## src/hw/rmlc_params.svh

```systemverilog
// Constants of the register map lock and checksum block
`ifndef RMLC_PARAMS_SVH
`define RMLC_PARAMS_SVH
`define RMLC_ADDR_W 5
`define RMLC_WORD_W 24
`define RMLC_KEY_ADDR 5'h1F
`define RMLC_MAP_BASE 5'h00
`define RMLC_KEY_MSB 23
`define RMLC_KEY_LSB 16
`define RMLC_CSUM_MSB 15
`define RMLC_CSUM_LSB 0
`define RMLC_PASSWORD 8'hA5
`define RMLC_KEY_RESET 8'hA5
`define RMLC_CSUM_RESET 16'h0000
`define RMLC_MAP_RESET 24'h000000
`define RMLC_UNDEF_READ 24'h000000
`define RMLC_CRC_POLY 16'h8005
`define RMLC_CRC_SEED 16'h0000
`define RMLC_REFRESH_PERIODS 10
`define RMLC_REFRESH_LAST 4'h9
`endif

```

## src/hw/rmlc_pkg.sv

```systemverilog
// Types shared by the register map lock and checksum block
package rmlc_pkg;
   typedef logic [23:0] rmlc_word_type;
   typedef logic [15:0] rmlc_crc_type;
   typedef struct packed {
      rmlc_crc_type crc;
   } rmlc_crc_state_type;
endpackage

```

## src/hw/rmlc_crc_if.sv

```systemverilog
// Carrier between the lock logic and the checksum engine
`timescale 1ns/1ps
interface rmlc_crc_if;
   import rmlc_pkg::*;
   logic clear;
   logic feed;
   rmlc_word_type word;
   rmlc_crc_type crc;
   modport lock_side (output clear, output feed, output word, input crc);
   modport engine_side (input clear, input feed, input word, output crc);
endinterface

```

## src/hw/rmlc_crc_engine.sv

```systemverilog
// One-word-per-cycle CRC-16 engine over 24-bit map words
`timescale 1ns/1ps
`include "rmlc_params.svh"
module rmlc_crc_engine
   import rmlc_pkg::*;
(
   input wire logic mclk_in,
   input wire logic rst_n_in,
   rmlc_crc_if.engine_side crc_bus
);
   // ==========================================================
   // Arithmetic
   function automatic rmlc_crc_type crc_step(input rmlc_crc_type seed, input rmlc_word_type w);
      rmlc_crc_type c;
      c = seed;
      for (int i = 23; i >= 0; i--) begin
         if (c[15] ^ w[i]) begin
            c = {c[14:0], 1'b0} ^ `RMLC_CRC_POLY;
         end else begin
            c = {c[14:0], 1'b0};
         end
      end
      return c;
   endfunction

   // ==========================================================
   // State
   rmlc_crc_state_type st_reg;
   rmlc_crc_state_type st_next;
   rmlc_crc_type base;

   always_comb begin
      st_next = st_reg;
      base = crc_bus.clear ? `RMLC_CRC_SEED : st_reg.crc;
      if (crc_bus.feed) begin
         st_next.crc = crc_step(base, crc_bus.word);
      end else begin
         st_next.crc = base;
      end
   end

   always_ff @(posedge mclk_in or negedge rst_n_in) begin
      if (!rst_n_in) begin
         st_reg <= '0;
      end else begin
         st_reg <= st_next;
      end
   end

   assign crc_bus.crc = st_reg.crc;
endmodule // rmlc_crc_engine

```

## src/hw/rmlc_lock_top.sv

```systemverilog
// Register map write lock with periodic checksum and alert
`timescale 1ns/1ps
`include "rmlc_params.svh"
module rmlc_lock_top
   import rmlc_pkg::*;
#(
   parameter int N_WORDS = 8
) (
   input wire logic mclk_in,
   input wire logic resetn_in,
   input wire logic wr_en_in,
   input wire logic rd_en_in,
   input wire logic [`RMLC_ADDR_W-1:0] addr_in,
   input wire logic [`RMLC_WORD_W-1:0] wdata_in,
   input wire logic alert_en_in,
   output logic [`RMLC_WORD_W-1:0] rdata_out,
   output logic rvalid_out,
   output logic wr_ignored_out,
   output logic locked_out,
   output logic [15:0] config_checksum_out,
   output logic crc_alert_out
);
   // ==========================================================
   // State
   typedef struct packed {
      logic [N_WORDS-1:0][`RMLC_WORD_W-1:0] map;
      logic [7:0] key;
      logic locked;
      rmlc_crc_type checksum;
      rmlc_crc_type ref_sum;
      logic ref_ok;
      logic alert;
      logic [3:0] count;
      rmlc_word_type rdata;
      logic rvalid;
      logic wr_ignored;
   } rmlc_state_type;

   rmlc_state_type st_reg;
   rmlc_state_type st_next;
   logic [1:0] rst_pipe_reg;
   logic rst_n;
   logic wr_key;
   logic [`RMLC_ADDR_W-1:0] wr_idx;
   rmlc_crc_if crc_bus ();

   // ==========================================================
   // Reset release
   always_ff @(posedge mclk_in or negedge resetn_in) begin
      if (!resetn_in) begin
         rst_pipe_reg <= 2'b00;
      end else begin
         rst_pipe_reg <= {rst_pipe_reg[0], 1'b1};
      end
   end
   assign rst_n = rst_pipe_reg[1];

   // ==========================================================
   // Address decode
   function automatic logic map_hit(input logic [`RMLC_ADDR_W-1:0] a);
      logic [`RMLC_ADDR_W:0] top;
      top = {1'b0, `RMLC_MAP_BASE} + (`RMLC_ADDR_W+1)'(N_WORDS);
      return (a >= `RMLC_MAP_BASE) && ({1'b0, a} < top) && (a != `RMLC_KEY_ADDR);
   endfunction

   function automatic logic [`RMLC_ADDR_W-1:0] map_idx(input logic [`RMLC_ADDR_W-1:0] a);
      return a - `RMLC_MAP_BASE;
   endfunction

   assign wr_key = wr_en_in && (addr_in == `RMLC_KEY_ADDR);
   assign wr_idx = map_idx(addr_in);

   // ==========================================================
   // Checksum engine
   rmlc_crc_engine u_crc (
      .mclk_in(mclk_in),
      .rst_n_in(rst_n),
      .crc_bus(crc_bus)
   );

   // Walk the map one word per cycle; N_WORDS must stay below the refresh period
   always_comb begin
      crc_bus.clear = (st_reg.count == 4'h0);
      crc_bus.feed = st_reg.locked && (32'(st_reg.count) < N_WORDS);
      crc_bus.word = '0;
      if (crc_bus.feed) begin
         crc_bus.word = st_reg.map[st_reg.count];
      end
   end

   // ==========================================================
   // Next state
   always_comb begin
      st_next = st_reg;
      st_next.rvalid = 1'b0;
      st_next.wr_ignored = 1'b0;
      if (wr_key) begin
         st_next.key = wdata_in[`RMLC_KEY_MSB:`RMLC_KEY_LSB];
      end else if (wr_en_in && !st_reg.locked && map_hit(addr_in)) begin
         st_next.map[wr_idx] = wdata_in;
      end else if (wr_en_in) begin
         st_next.wr_ignored = 1'b1;
      end
      st_next.locked = (st_next.key != `RMLC_PASSWORD);
      if (!st_next.locked) begin
         st_next.checksum = `RMLC_CSUM_RESET;
         st_next.alert = 1'b0;
         st_next.ref_ok = 1'b0;
         st_next.count = 4'h0;
      end else if (st_reg.locked) begin
         if (st_reg.count == `RMLC_REFRESH_LAST) begin
            st_next.count = 4'h0;
            st_next.checksum = crc_bus.crc;
            if (!st_reg.ref_ok) begin
               st_next.ref_sum = crc_bus.crc;
               st_next.ref_ok = 1'b1;
            end else if (alert_en_in && (crc_bus.crc != st_reg.ref_sum)) begin
               st_next.alert = 1'b1;
            end
         end else begin
            st_next.count = st_reg.count + 4'h1;
         end
      end
      if (rd_en_in) begin
         st_next.rvalid = 1'b1;
         if (addr_in == `RMLC_KEY_ADDR) begin
            st_next.rdata = {st_reg.key, st_reg.checksum};
         end else if (st_reg.locked || !map_hit(addr_in)) begin
            st_next.rdata = `RMLC_UNDEF_READ;
         end else begin
            st_next.rdata = st_reg.map[map_idx(addr_in)];
         end
      end
   end

   always_ff @(posedge mclk_in or negedge rst_n) begin
      if (!rst_n) begin
         st_reg <= '0;
         st_reg.key <= `RMLC_KEY_RESET;
         st_reg.checksum <= `RMLC_CSUM_RESET;
         st_reg.map <= {N_WORDS{`RMLC_MAP_RESET}};
      end else begin
         st_reg <= st_next;
      end
   end

   assign rdata_out = st_reg.rdata;
   assign rvalid_out = st_reg.rvalid;
   assign wr_ignored_out = st_reg.wr_ignored;
   assign locked_out = st_reg.locked;
   assign config_checksum_out = st_reg.checksum;
   assign crc_alert_out = st_reg.alert;
endmodule // rmlc_lock_top

```

## config.mk

```make
export PLATFORM = sky130hd
export DESIGN_NAME = rmlc_lock_top
export DESIGN_NICKNAME = d
export VERILOG_FILES = /design/src/hw/rmlc_pkg.sv /design/src/hw/rmlc_crc_if.sv /design/src/hw/rmlc_crc_engine.sv /design/src/hw/rmlc_lock_top.sv
export VERILOG_INCLUDE_DIRS = /design/src /design/src/hw
export SDC_FILE = /design/constraint.sdc
export NUM_CORES = 1
export LEC_CHECK = 0
export BUFFER_PORTS_ARGS = -buffer_cell sky130_fd_sc_hd__buf_2
export CORE_ASPECT_RATIO = 0.8
export CORE_UTILIZATION = 62
export CTS_CLUSTER_DIAMETER = 60
export CTS_CLUSTER_SIZE = 20
export DETAILED_ROUTE_END_ITERATION = 10
export HOLD_SLACK_MARGIN = 0.03
export PLACE_DENSITY = 0.91
export SETUP_SLACK_MARGIN = 0.4
export SLEW_MARGIN = 20
export SYNTH_ARGS = -nofsm -noshare
export SYNTH_HDL_FRONTEND = slang
export SYNTH_HIERARCHICAL = 1
export SYNTH_SLANG_ARGS = --single-unit
```

## constraint.sdc

```tcl
create_clock -name mclk_in -period 12.4 [get_ports mclk_in]
set_clock_uncertainty 0.2 [all_clocks]
set_input_delay 1.24 -clock mclk_in [delete_from_list [all_inputs] [get_ports mclk_in]]
set_output_delay 1.24 -clock mclk_in [all_outputs]
set_load 0.02 [all_outputs]
```

==> impl_metrics.py, run 1 <==
metrics = {
    "finish": {
        "postLayoutCellArea_mm2": 0.01616,
        "layout_commonest_cell": "dfrtp_1",
        "syn_to_final_growth_pct": 5.523,
        "final_cell_mix": "dfrtp_1 (276), mux2_2 (192), mux2i_1 (120), buf_2 (76), nor2_1 (67)",
        "largest_reg_flops": 221,
        "nNetsFinal": 1235,
        "drive_gt1_share_pct": 33.88,
    },
    "worst_setup_path": {
        "path_buf_inv": 1,
        "cpPeakStageDelay_ns": 0.72,
        "cp.required_ns": 12.59,
        "rr_worst_depth": 11,
        "cp_data_arrival_time_ns": 4.64,
        "startpoint_type": "flop",
        "r2r-end": "u_crc/crc_bus.crc[0]",
        "crit_chain": "buf_4 -> mux4_2 -> mux2i_1 -> nor2_1 -> xor2_1 -> xnor2_1 -> xnor2_1 -> xor2_1 -> xor3_2 -> xnor2_1 -> o21ai_1",
        "rrSetupSlack_ns": 7.95,
        "critical_path.top_delay_family": "XOR/XNOR gates",
        "reg2reg_from": "st_reg[26]",
        "critPathKind": "flop to flop",
        "critPathCaptureType": "flop",
        "crit_slowest_cell": "dfrtp_4",
        "cpMostUsedCell": "xnor2_1",
        "cp_max_fo": 32,
    },
    "placement": {
        "placed_cell_area_mm2": 0.01560,
        "gp_congestion": 0.9375,
        "post-dp-hpwl_um": 24400,
        "dpl_worst_slack_ns": 7.771,
        "numPortBuffers": 77,
    },
    "timing": {
        "final.min_clock_period_ns": 4.451,
        "whs_ns": 0.1578,
        "final_hold_viol_count": 0,
        "worstMarginPinSlew_ns": 1.103,
        "setup_tns_ns": 0,
        "rsz0062_at_grt": "no",
        "slew_headroom_pct": 26.47,
        "fin_ws_ns": 7.949,
        "setup_viol": 0,
        "slew_viol_final": 0,
        "clock.fmax_ghz": 0.2247,
        "fin_crit_sh_pct": 35.90,
    },
    "power": {
        "swShare_pct": 35.64,
        "total_power_mw": 2.782,
        "power.share.clock_pct": 21.9,
        "p_leak_nw": 7.767,
        "power_switching_mw": 0.9916,
        "sequentialPowerShare_pct": 40.4,
        "internal_power_mw": 1.791,
        "power.density_mw_per_mm2": 172.2,
        "ir_drop_mv": 0.1632,
        "pwr-share-comb_pct": 37.8,
    },
    "die": {
        "initial_core_util_pct": 62.99,
        "coreArea_mm2": 0.02431,
        "die_y_um": 142.6,
        "die-area_mm2": 0.02534,
        "ios": 78,
        "die_x_um": 177.7,
        "fp-row-count": 51,
    },
    "clock_tree": {
        "cts_resized": 0,
        "cts_htree_levels": 1,
        "cts_buffer_depth": 3,
        "postCtsSetupBuffers": 0,
        "cts_buffers": 18,
        "clk_pin_slew_ns": 0.09,
        "cts_tree": "built",
        "root_buffer": "clkbuf_16",
        "clkLatencyLatePin_ns": 0.53,
        "ctsHoldBuffers": 0,
        "cts_sinks": 283,
    },
    "drt": {
        "drtPass1Iterations": 5,
        "drc": 0,
        "vias": 10113,
        "drt_iter0_markers": 1055,
        "vias_per_cell": 6.610,
        "wl_per_cell_um": 24.33,
        "drt-total-wl_um": 37230,
        "antenna_left": 0,
    },
    "synthesis": {
        "synth_edf_count": 0,
        "ys_seq_elements": 283,
        "syn_area_mm2": 0.01531,
        "synth_nets": 1245,
        "synth.distinct_cells": 59,
        "synth-main-ff-cell": "dfrtp_1",
        "syn_area_per_cell_um2": 12.68,
        "async_flop_share_pct": 100.0,
        "ys_seq_area_share_pct": 46.28,
        "netlist_instances": 1208,
        "yosys_warnings": 6,
    },
    "worst_hold_path": {
        "hold_path_class": "flop to flop",
        "min_path_cells": 0,
        "holdPathEnd": "rst_pipe_reg[1]",
        "hold_start": "rst_pipe_reg[0]",
    },
    "grt": {
        "grt_start_max_net_pins": 78,
        "grt_pass1_vias": 9961,
        "track_usage_pct": 30.33,
        "grt_pass1_wl_um": 58090,
        "antenna_found_initial": 2,
        "gr-total-overflow": 0,
    },
    "status": {
        "outcome": "finished clean",
    },
    "run": {
        "maxCapViolations": 0,
    },
}
[routing by layer]
metal	part of all wire, %	track usage (%)
met5	0.12	1.389
met4	2.2	6.973
met3	9.2	7.719
met2	45	45.48
met1	44	44.29
[worst max path at each step]
stage	startpoint	endpoint	slack, ns	cells after the start
floorplan	rst_pipe_reg[1]	config_checksum_out[0]	3.74	0
global placement	addr_in[0]	st_reg[204]	7.88	6
detailed placement	addr_in[0]	st_reg[200]	7.77	6
CTS	st_reg[26]	u_crc/crc_bus.crc[0]	7.95	11
global route	st_reg[26]	u_crc/crc_bus.crc[15]	7.67	11
finish	st_reg[26]	u_crc/crc_bus.crc[0]	7.95	11
[metrics by stage]
step | std cells | utilization [%]
2_1_floorplan | 1208 | -
3_3_place_gp | 1496 | 64.18
3_5_place_dp | 1496 | 64.18
4_1_cts | 1528 | 66.41
5_1_grt | 1528 | 66.45
6_report | 1530 | 66.47
[logic make-up (layout without fill, tap and decap cells)]
family	Yosys count	count (layout)	share of synthesized area, %
multiplexers	386	386	31.42
AND/OR/NAND/NOR	190	190	6.005
adder cells (fa/ha/maj)	3	3	0.2451
flip-flops	283	283	46.28
other	1	3	0.02449
AO/OA/AOI/OAI	116	116	5.344
XOR/XNOR	94	94	5.719
buffers and inverters	135	137	4.960
[final cells by class]
cell class | instances | area, um2
diodes | 2 | 5.005
fillers | 1677 | 8153
well taps | 318 | 397.9
multi-input cells | 790 | 7541
clock buffers | 29 | 511.7
flip-flops and latches | 283 | 7096
inverters | 7 | 26.28
clock inverters | 3 | 32.53
repair buffers | 98 | 549.3
[synthesized netlist by cell type, types with 11 or more instances]
cell type,n,area (um2)
buf_2,20,100.1
xor2_1,36,315.3
buf_1,12,45.04
nand3_1,27,135.1
clkbuf_1,46,172.7
buf_4,44,330.3
dfrtp_1,279,6982
nor2_1,68,255.2
a31oi_1,24,150.1
mux2_4,20,300.3
a22o_1,17,148.9
xnor2_1,54,473.0
nand2_1,48,180.2
mux4_2,48,1081
mux2i_1,120,1201
o21ai_1,11,55.05
mux2_2,192,2162
a22oi_1,49,367.9
[power by group through the flow]
stage	clock network (mW)	registers [mW]	logic (mW)
3_5_place_dp	0	1.14	1.03
3_3_place_gp	0	1.13	1.01
2_1_floorplan	0	1.11	0.879
6_report	0.608	1.12	1.05
5_1_grt	0.651	1.13	1.13
4_1_cts	0.615	1.12	1.04
No activity file was read; power rests on OpenSTA's default activity.
==> run 2: changes to the inputs <==
--- a/config.mk
+++ b/config.mk
@@ -8,12 +8,12 @@
 export LEC_CHECK = 0
 export BUFFER_PORTS_ARGS = -buffer_cell sky130_fd_sc_hd__buf_2
 export CORE_ASPECT_RATIO = 0.8
-export CORE_UTILIZATION = 62
+export CORE_UTILIZATION = 56
 export CTS_CLUSTER_DIAMETER = 60
 export CTS_CLUSTER_SIZE = 20
 export DETAILED_ROUTE_END_ITERATION = 10
 export HOLD_SLACK_MARGIN = 0.03
-export PLACE_DENSITY = 0.91
+export PLACE_DENSITY = 0.87
 export SETUP_SLACK_MARGIN = 0.4
 export SLEW_MARGIN = 20
 export SYNTH_ARGS = -nofsm -noshare
==> constraint.sdc (replaced) <==
create_clock -name mclk_in -period 3.8 [get_ports mclk_in]
set_clock_uncertainty 0.2 [all_clocks]
set_input_delay 0.38 -clock mclk_in [delete_from_list [all_inputs] [get_ports mclk_in]]
set_output_delay 0.38 -clock mclk_in [all_outputs]
set_load 0.02 [all_outputs]
==> run 2 against run 1 <==
  * Design area up 5.7%
  * First-iteration DRC count down 9.5%
  * Largest cell class unchanged
  * Hold slack worse by 0.12 ns
==> impl_metrics.py, run 2 (same netlist as run 1, synthesis figures left out) <==
metrics = {
    "status": {
        "outcome": "finished clean",
    },
    "worst_setup_path": {
        "cp_data_arrival_time_ns": 3.74,
        "critPathLaunch": "st_reg[26]",
        "cp.required_ns": 3.99,
        "startpoint_type": "flop",
        "critPathKind": "flop to flop",
        "critPathCaptureType": "flop",
        "reg2reg_from": "st_reg[26]",
        "cp_max_fo": 7,
    },
    "timing": {
        "final.min_clock_period_ns": 3.547,
        "rsz0062_at_grt": "yes",
        "fin_ws_ns": 0.2528,
        "fin_crit_sh_pct": 93.35,
        "final_hold_viol_count": 0,
        "setup_viol": 0,
        "clock.fmax_ghz": 0.2819,
        "worstMarginPinSlew_ns": 1.149,
        "slew_headroom_pct": 23.42,
        "setup_tns_ns": 0,
        "slew_viol_final": 0,
    },
    "finish": {
        "syn_to_final_growth_pct": 11.50,
        "largest_reg_flops": 221,
        "final_cell_mix": "dfrtp_1 (276), mux2_2 (192), mux2i_1 (112), buf_2 (76), nor2_1 (62)",
        "post-route-util_pct": 64.21,
        "n_antenna_cell": 0,
        "nNetsFinal": 1296,
        "stdcell_count": 1627,
        "layout_commonest_cell": "dfrtp_1",
        "drive_gt1_share_pct": 37.80,
    },
    "drt": {
        "drt_iter0_markers": 955,
        "drc": 0,
        "vias": 10459,
        "wl_per_cell_um": 24.24,
        "drt-total-wl_um": 39430,
        "drtPass1Iterations": 5,
        "antenna_left": 0,
        "vias_per_cell": 6.428,
    },
    "grt": {
        "antenna_found_initial": 2,
        "grt_pass1_vias": 10715,
        "track_usage_pct": 28.62,
        "grt_pass1_wl_um": 61670,
        "gr-total-overflow": 0,
        "grt_start_max_net_pins": 65,
    },
    "power": {
        "power.density_mw_per_mm2": 587.7,
        "total_power_mw": 10.03,
        "ir_drop_mv": 0.6445,
        "p_leak_nw": 8.152,
    },
    "die": {
        "fp-row-count": 53,
        "ios": 78,
        "coreArea_mm2": 0.02659,
        "initial_core_util_pct": 57.59,
        "die_x_um": 186.9,
        "die_y_um": 149.9,
        "die-area_mm2": 0.02802,
    },
    "placement": {
        "numPortBuffers": 77,
        "post-place-cells": 1554,
        "dpl_worst_slack_ns": 0.2573,
        "post-dp-hpwl_um": 25580,
        "gp_congestion": 0.9192,
    },
    "clock_tree": {
        "clk_pin_slew_ns": 0.08,
        "cts_htree_levels": 1,
        "cts_buffer_depth": 3,
        "cts_sinks": 283,
        "cts_tree": "built",
        "cts_buffers": 20,
        "clkLatencyLatePin_ns": 0.53,
        "root_buffer": "clkbuf_16",
    },
    "run": {
        "maxCapViolations": 0,
    },
    "worst_hold_path": {
        "hold_start": "wdata_in[19]",
        "hold_path_class": "input port to flop",
    },
}
run 2: changes by cell type in the layout (fill, tap and decap cells not counted), sizes merged:
cell | before | now
clkbuf | 29 | 25
buf | 98 | 139
clkinv | 2 | 3
dlygate4sd3 | 0 | 18
diode | 2 | 0
inv | 7 | 11
run 2: per-stage QoR:
stage               instance area (um2)  hold WS (ns)
floorplan                         15320       -0.1156
global placement                  15900      -0.03257
detailed placement                15900      -0.03194
CTS                               16930       0.03355
global route                      17070       0.05061
finish                            17070       0.03942
run 2: routing by layer:
| metal | vias to the layer above | track usage, % | share of wire [%] |
|---|---|---|---|
| met5 | - | 0 | 0.28 |
| met4 | 6 | 8.484 | 2.2 |
| met1 | 5448 | 41.22 | 43 |
| met2 | 485 | 43.12 | 45 |
| li1 | 4447 | - | - |
| met3 | 73 | 6.918 | 9.6 |
run 2: worst paths after layout:
kind / slack [ns] / cells after the start / to
setup / recovery: 0.25 / 13 / u_crc/crc_bus.crc[1]
hold / removal: 0.04 / 2 / st_reg[164]
setup reg to reg: 0.25 / 13 / u_crc/crc_bus.crc[1]
hold reg to reg: 0.15 / 0 / rst_pipe_reg[1]
max in group asynchronous: 2.11 / 2 / rdata_out[9]
min in group asynchronous: 0.21 / 0 / st_reg[246]
run 2: worst max-delay path: stages, from the launching register on:
cell	delay, ns
dfrtp_4	0.54
buf_12	0.16
buf_16	0.14
buf_4	0.13
mux4_2	0.45
mux2i_4	0.21
nor2_2	0.08
xnor2_1	0.14
xnor2_1	0.20
xnor2_1	0.15
xor2_1	0.17
xor3_2	0.53
xor2_1	0.21
o21ai_1	0.09
run 2: cell type report:
| class | instances | area (um2) |
|---|---|---|
| timing repair buffer | 157 | 1181 |
| clock buffer | 25 | 540.5 |
| sequential | 283 | 7098 |
| inverter | 7 | 26.28 |
| tap | 357 | 446.7 |
| clock inverter | 8 | 72.57 |
| multi-input combinational | 790 | 7709 |
| fill | 1908 | 9518 |
run 2: repair_timing:
item,in CTS,in global routing
endpoints found under the hold margin,117,0
gates resized for setup,21,12
hold buffers,18,0
setup buffers,14,8
pin swaps,14,10
endpoints found under the setup margin,3,4
run 2: power breakdown:
part / total, mW / internal, mW / switching (mW)
Clock: 2.15 / 1.04 / 1.11
Sequential: 3.73 / 3.30 / 0.430
Combinational: 4.16 / 2.07 / 2.09
Total: 10.0 / 6.41 / 3.63
==> run 3: changes to the inputs <==
--- a/config.mk
+++ b/config.mk
@@ -8,6 +8,7 @@
 export LEC_CHECK = 0
 export BUFFER_PORTS_ARGS = -buffer_cell sky130_fd_sc_hd__buf_2
 export CORE_ASPECT_RATIO = 0.8
+export CORE_MARGIN = 5
 export CORE_UTILIZATION = 56
 export CTS_CLUSTER_DIAMETER = 60
 export CTS_CLUSTER_SIZE = 20
==> run 3 against run 2 <==
  * Register-to-register slack better by 0.06 ns
  * Global-route usage is 3.2 points lower
  * Flip-flop and latch count unchanged
  * Via count fell by 0.17%
  * Largest power group unchanged
==> impl_metrics.py, run 3 (same netlist as run 1, synthesis figures left out) <==
metrics = {
    "run": {
        "maxCapViolations": 0,
    },
    "worst_hold_path": {
        "hold_path_class": "input port to flop",
        "min_path_cells": 2,
    },
    "worst_setup_path": {
        "cp_max_fo": 15,
        "critPathKind": "flop to flop",
        "critPathCaptureType": "flop",
        "cp_data_arrival_time_ns": 3.69,
        "rr_worst_depth": 12,
        "cp.required_ns": 4.00,
        "startpoint_type": "flop",
    },
    "drt": {
        "drt-total-wl_um": 40210,
        "drt_iter0_markers": 1020,
        "antenna_left": 0,
        "drtPass1Iterations": 5,
        "vias_per_cell": 6.320,
        "drc": 0,
        "vias": 10441,
        "wl_per_cell_um": 24.34,
    },
    "timing": {
        "fin_ws_ns": 0.3140,
        "whs_ns": 0.04579,
        "fin_crit_sh_pct": 91.74,
        "rsz0062_at_grt": "yes",
        "clock.fmax_ghz": 0.2869,
        "setup_tns_ns": 0,
        "slew_headroom_pct": 29.62,
        "worstMarginPinSlew_ns": 1.050,
        "setup_viol": 0,
        "final.min_clock_period_ns": 3.486,
        "final_hold_viol_count": 0,
        "slew_viol_final": 0,
    },
    "clock_tree": {
        "clk_pin_slew_ns": 0.08,
        "cts_tree": "built",
        "cts_htree_levels": 1,
        "cts_buffers": 22,
        "cts_sinks": 283,
        "root_buffer": "clkbuf_16",
        "cts_buffer_depth": 3,
        "clkLatencyLatePin_ns": 0.54,
    },
    "grt": {
        "grt_pass1_wl_um": 61730,
        "track_usage_pct": 25.42,
        "grt_pass1_vias": 10701,
        "gr-total-overflow": 0,
        "antenna_found_initial": 3,
        "grt_start_max_net_pins": 111,
    },
    "finish": {
        "largest_reg_flops": 221,
        "drive_gt1_share_pct": 37.97,
        "nNetsFinal": 1310,
        "layout_commonest_cell": "dfrtp_1",
        "final_cell_mix": "dfrtp_1 (275), mux2_2 (192), mux2i_1 (112), buf_2 (77), nor2_1 (63)",
        "syn_to_final_growth_pct": 12.82,
        "stdcell_count": 1652,
        "n_antenna_cell": 0,
    },
    "placement": {
        "dpl_worst_slack_ns": 0.1940,
        "gp_congestion": 0.9412,
        "post-place-cells": 1563,
        "post-dp-hpwl_um": 25940,
        "numPortBuffers": 77,
    },
    "power": {
        "ir_drop_mv": 0.6036,
        "p_leak_nw": 8.251,
        "power.density_mw_per_mm2": 603.5,
    },
    "die": {
        "die_y_um": 157.9,
        "fp-row-count": 54,
        "initial_core_util_pct": 56.52,
        "die_x_um": 194.9,
        "ios": 78,
        "die-area_mm2": 0.03077,
        "coreArea_mm2": 0.02709,
    },
    "status": {
        "outcome": "finished clean",
    },
}
-- run 3: cell types whose count changed in the layout (fill, tap and decap cells not counted), moves of 3 or more --
| cell | before | now |
|---|---|---|
| clkinv_8 | 0 | 5 |
| dlygate4sd3_1 | 18 | 23 |
| buf_6 | 2 | 6 |
| buf_4 | 50 | 53 |
| nor2_2 | 7 | 4 |
-- run 3: repair_timing --
action	CTS	global route
hold buffers	23	0
gates resized for setup	9	25
buffers inserted	16	11
setup endpoints to repair	4	4
pin swaps	7	16
hold endpoints to repair	160	0
-- run 3: path summary, 6_finish.rpt --
check                                      from                   end  slack [ns]
worst max-delay path                 st_reg[27]  u_crc/crc_bus.crc[0]        0.31
worst min-delay path               wdata_in[22]           st_reg[167]        0.05
worst max register to register       st_reg[27]  u_crc/crc_bus.crc[0]        0.31
worst min register to register  rst_pipe_reg[0]       rst_pipe_reg[1]        0.16
max in group asynchronous       rst_pipe_reg[1]           st_reg[102]        2.30
min in group asynchronous       rst_pipe_reg[1]           st_reg[151]        0.19
-- run 3: critical path: stages, from the launching register on --
cell and delay (ns):
dfrtp_2 0.42, buf_4 0.21, buf_4 0.28, mux4_2 0.34, mux2i_1 0.19, nor2_1 0.10
xor2_1 0.18, xnor2_1 0.28, xnor2_1 0.18, xnor3_2 0.42, xnor2_1 0.24, xnor2_1 0.17
o21ai_1 0.10
-- run 3: routing by layer --
| metal | routed length (um) | vias to the layer above | GRT usage, % |
|---|---|---|---|
| met5 | 92 | - | 1.543 |
| met4 | 894 | 8 | 6.514 |
| met3 | 3689 | 84 | 7.085 |
| met2 | 18140 | 477 | 38.95 |
| met1 | 17400 | 5387 | 36.21 |
| li1 | - | 4485 | - |
-- run 3: layout make-up --
cell class / count / area, um2
flip-flops and latches: 283 / 7097
clock buffers: 26 / 575.6
multi-input cells: 790 / 7681
well taps: 364 / 455.4
clock inverters: 13 / 170.2
fillers: 1948 / 9817
inverters: 7 / 26.28
repair buffers: 169 / 1271
-- run 3: report_power, final --
group,internal (mW),leakage (nW),switching (mW)
Combinational,2.12,4.08,2.18
Clock,1.21,0.358,1.20
Sequential,3.30,3.81,0.415
-- run 3: through the flow --
step	util (%)	instance area (um2)	total power, mW
3_5_place_dp	58.81	15930	7.261
2_1_floorplan	-	15320	6.487
3_3_place_gp	58.81	15930	7.146
5_1_grt	63.77	17280	10.82
4_1_cts	62.98	17060	9.929
6_report	63.77	17280	10.43
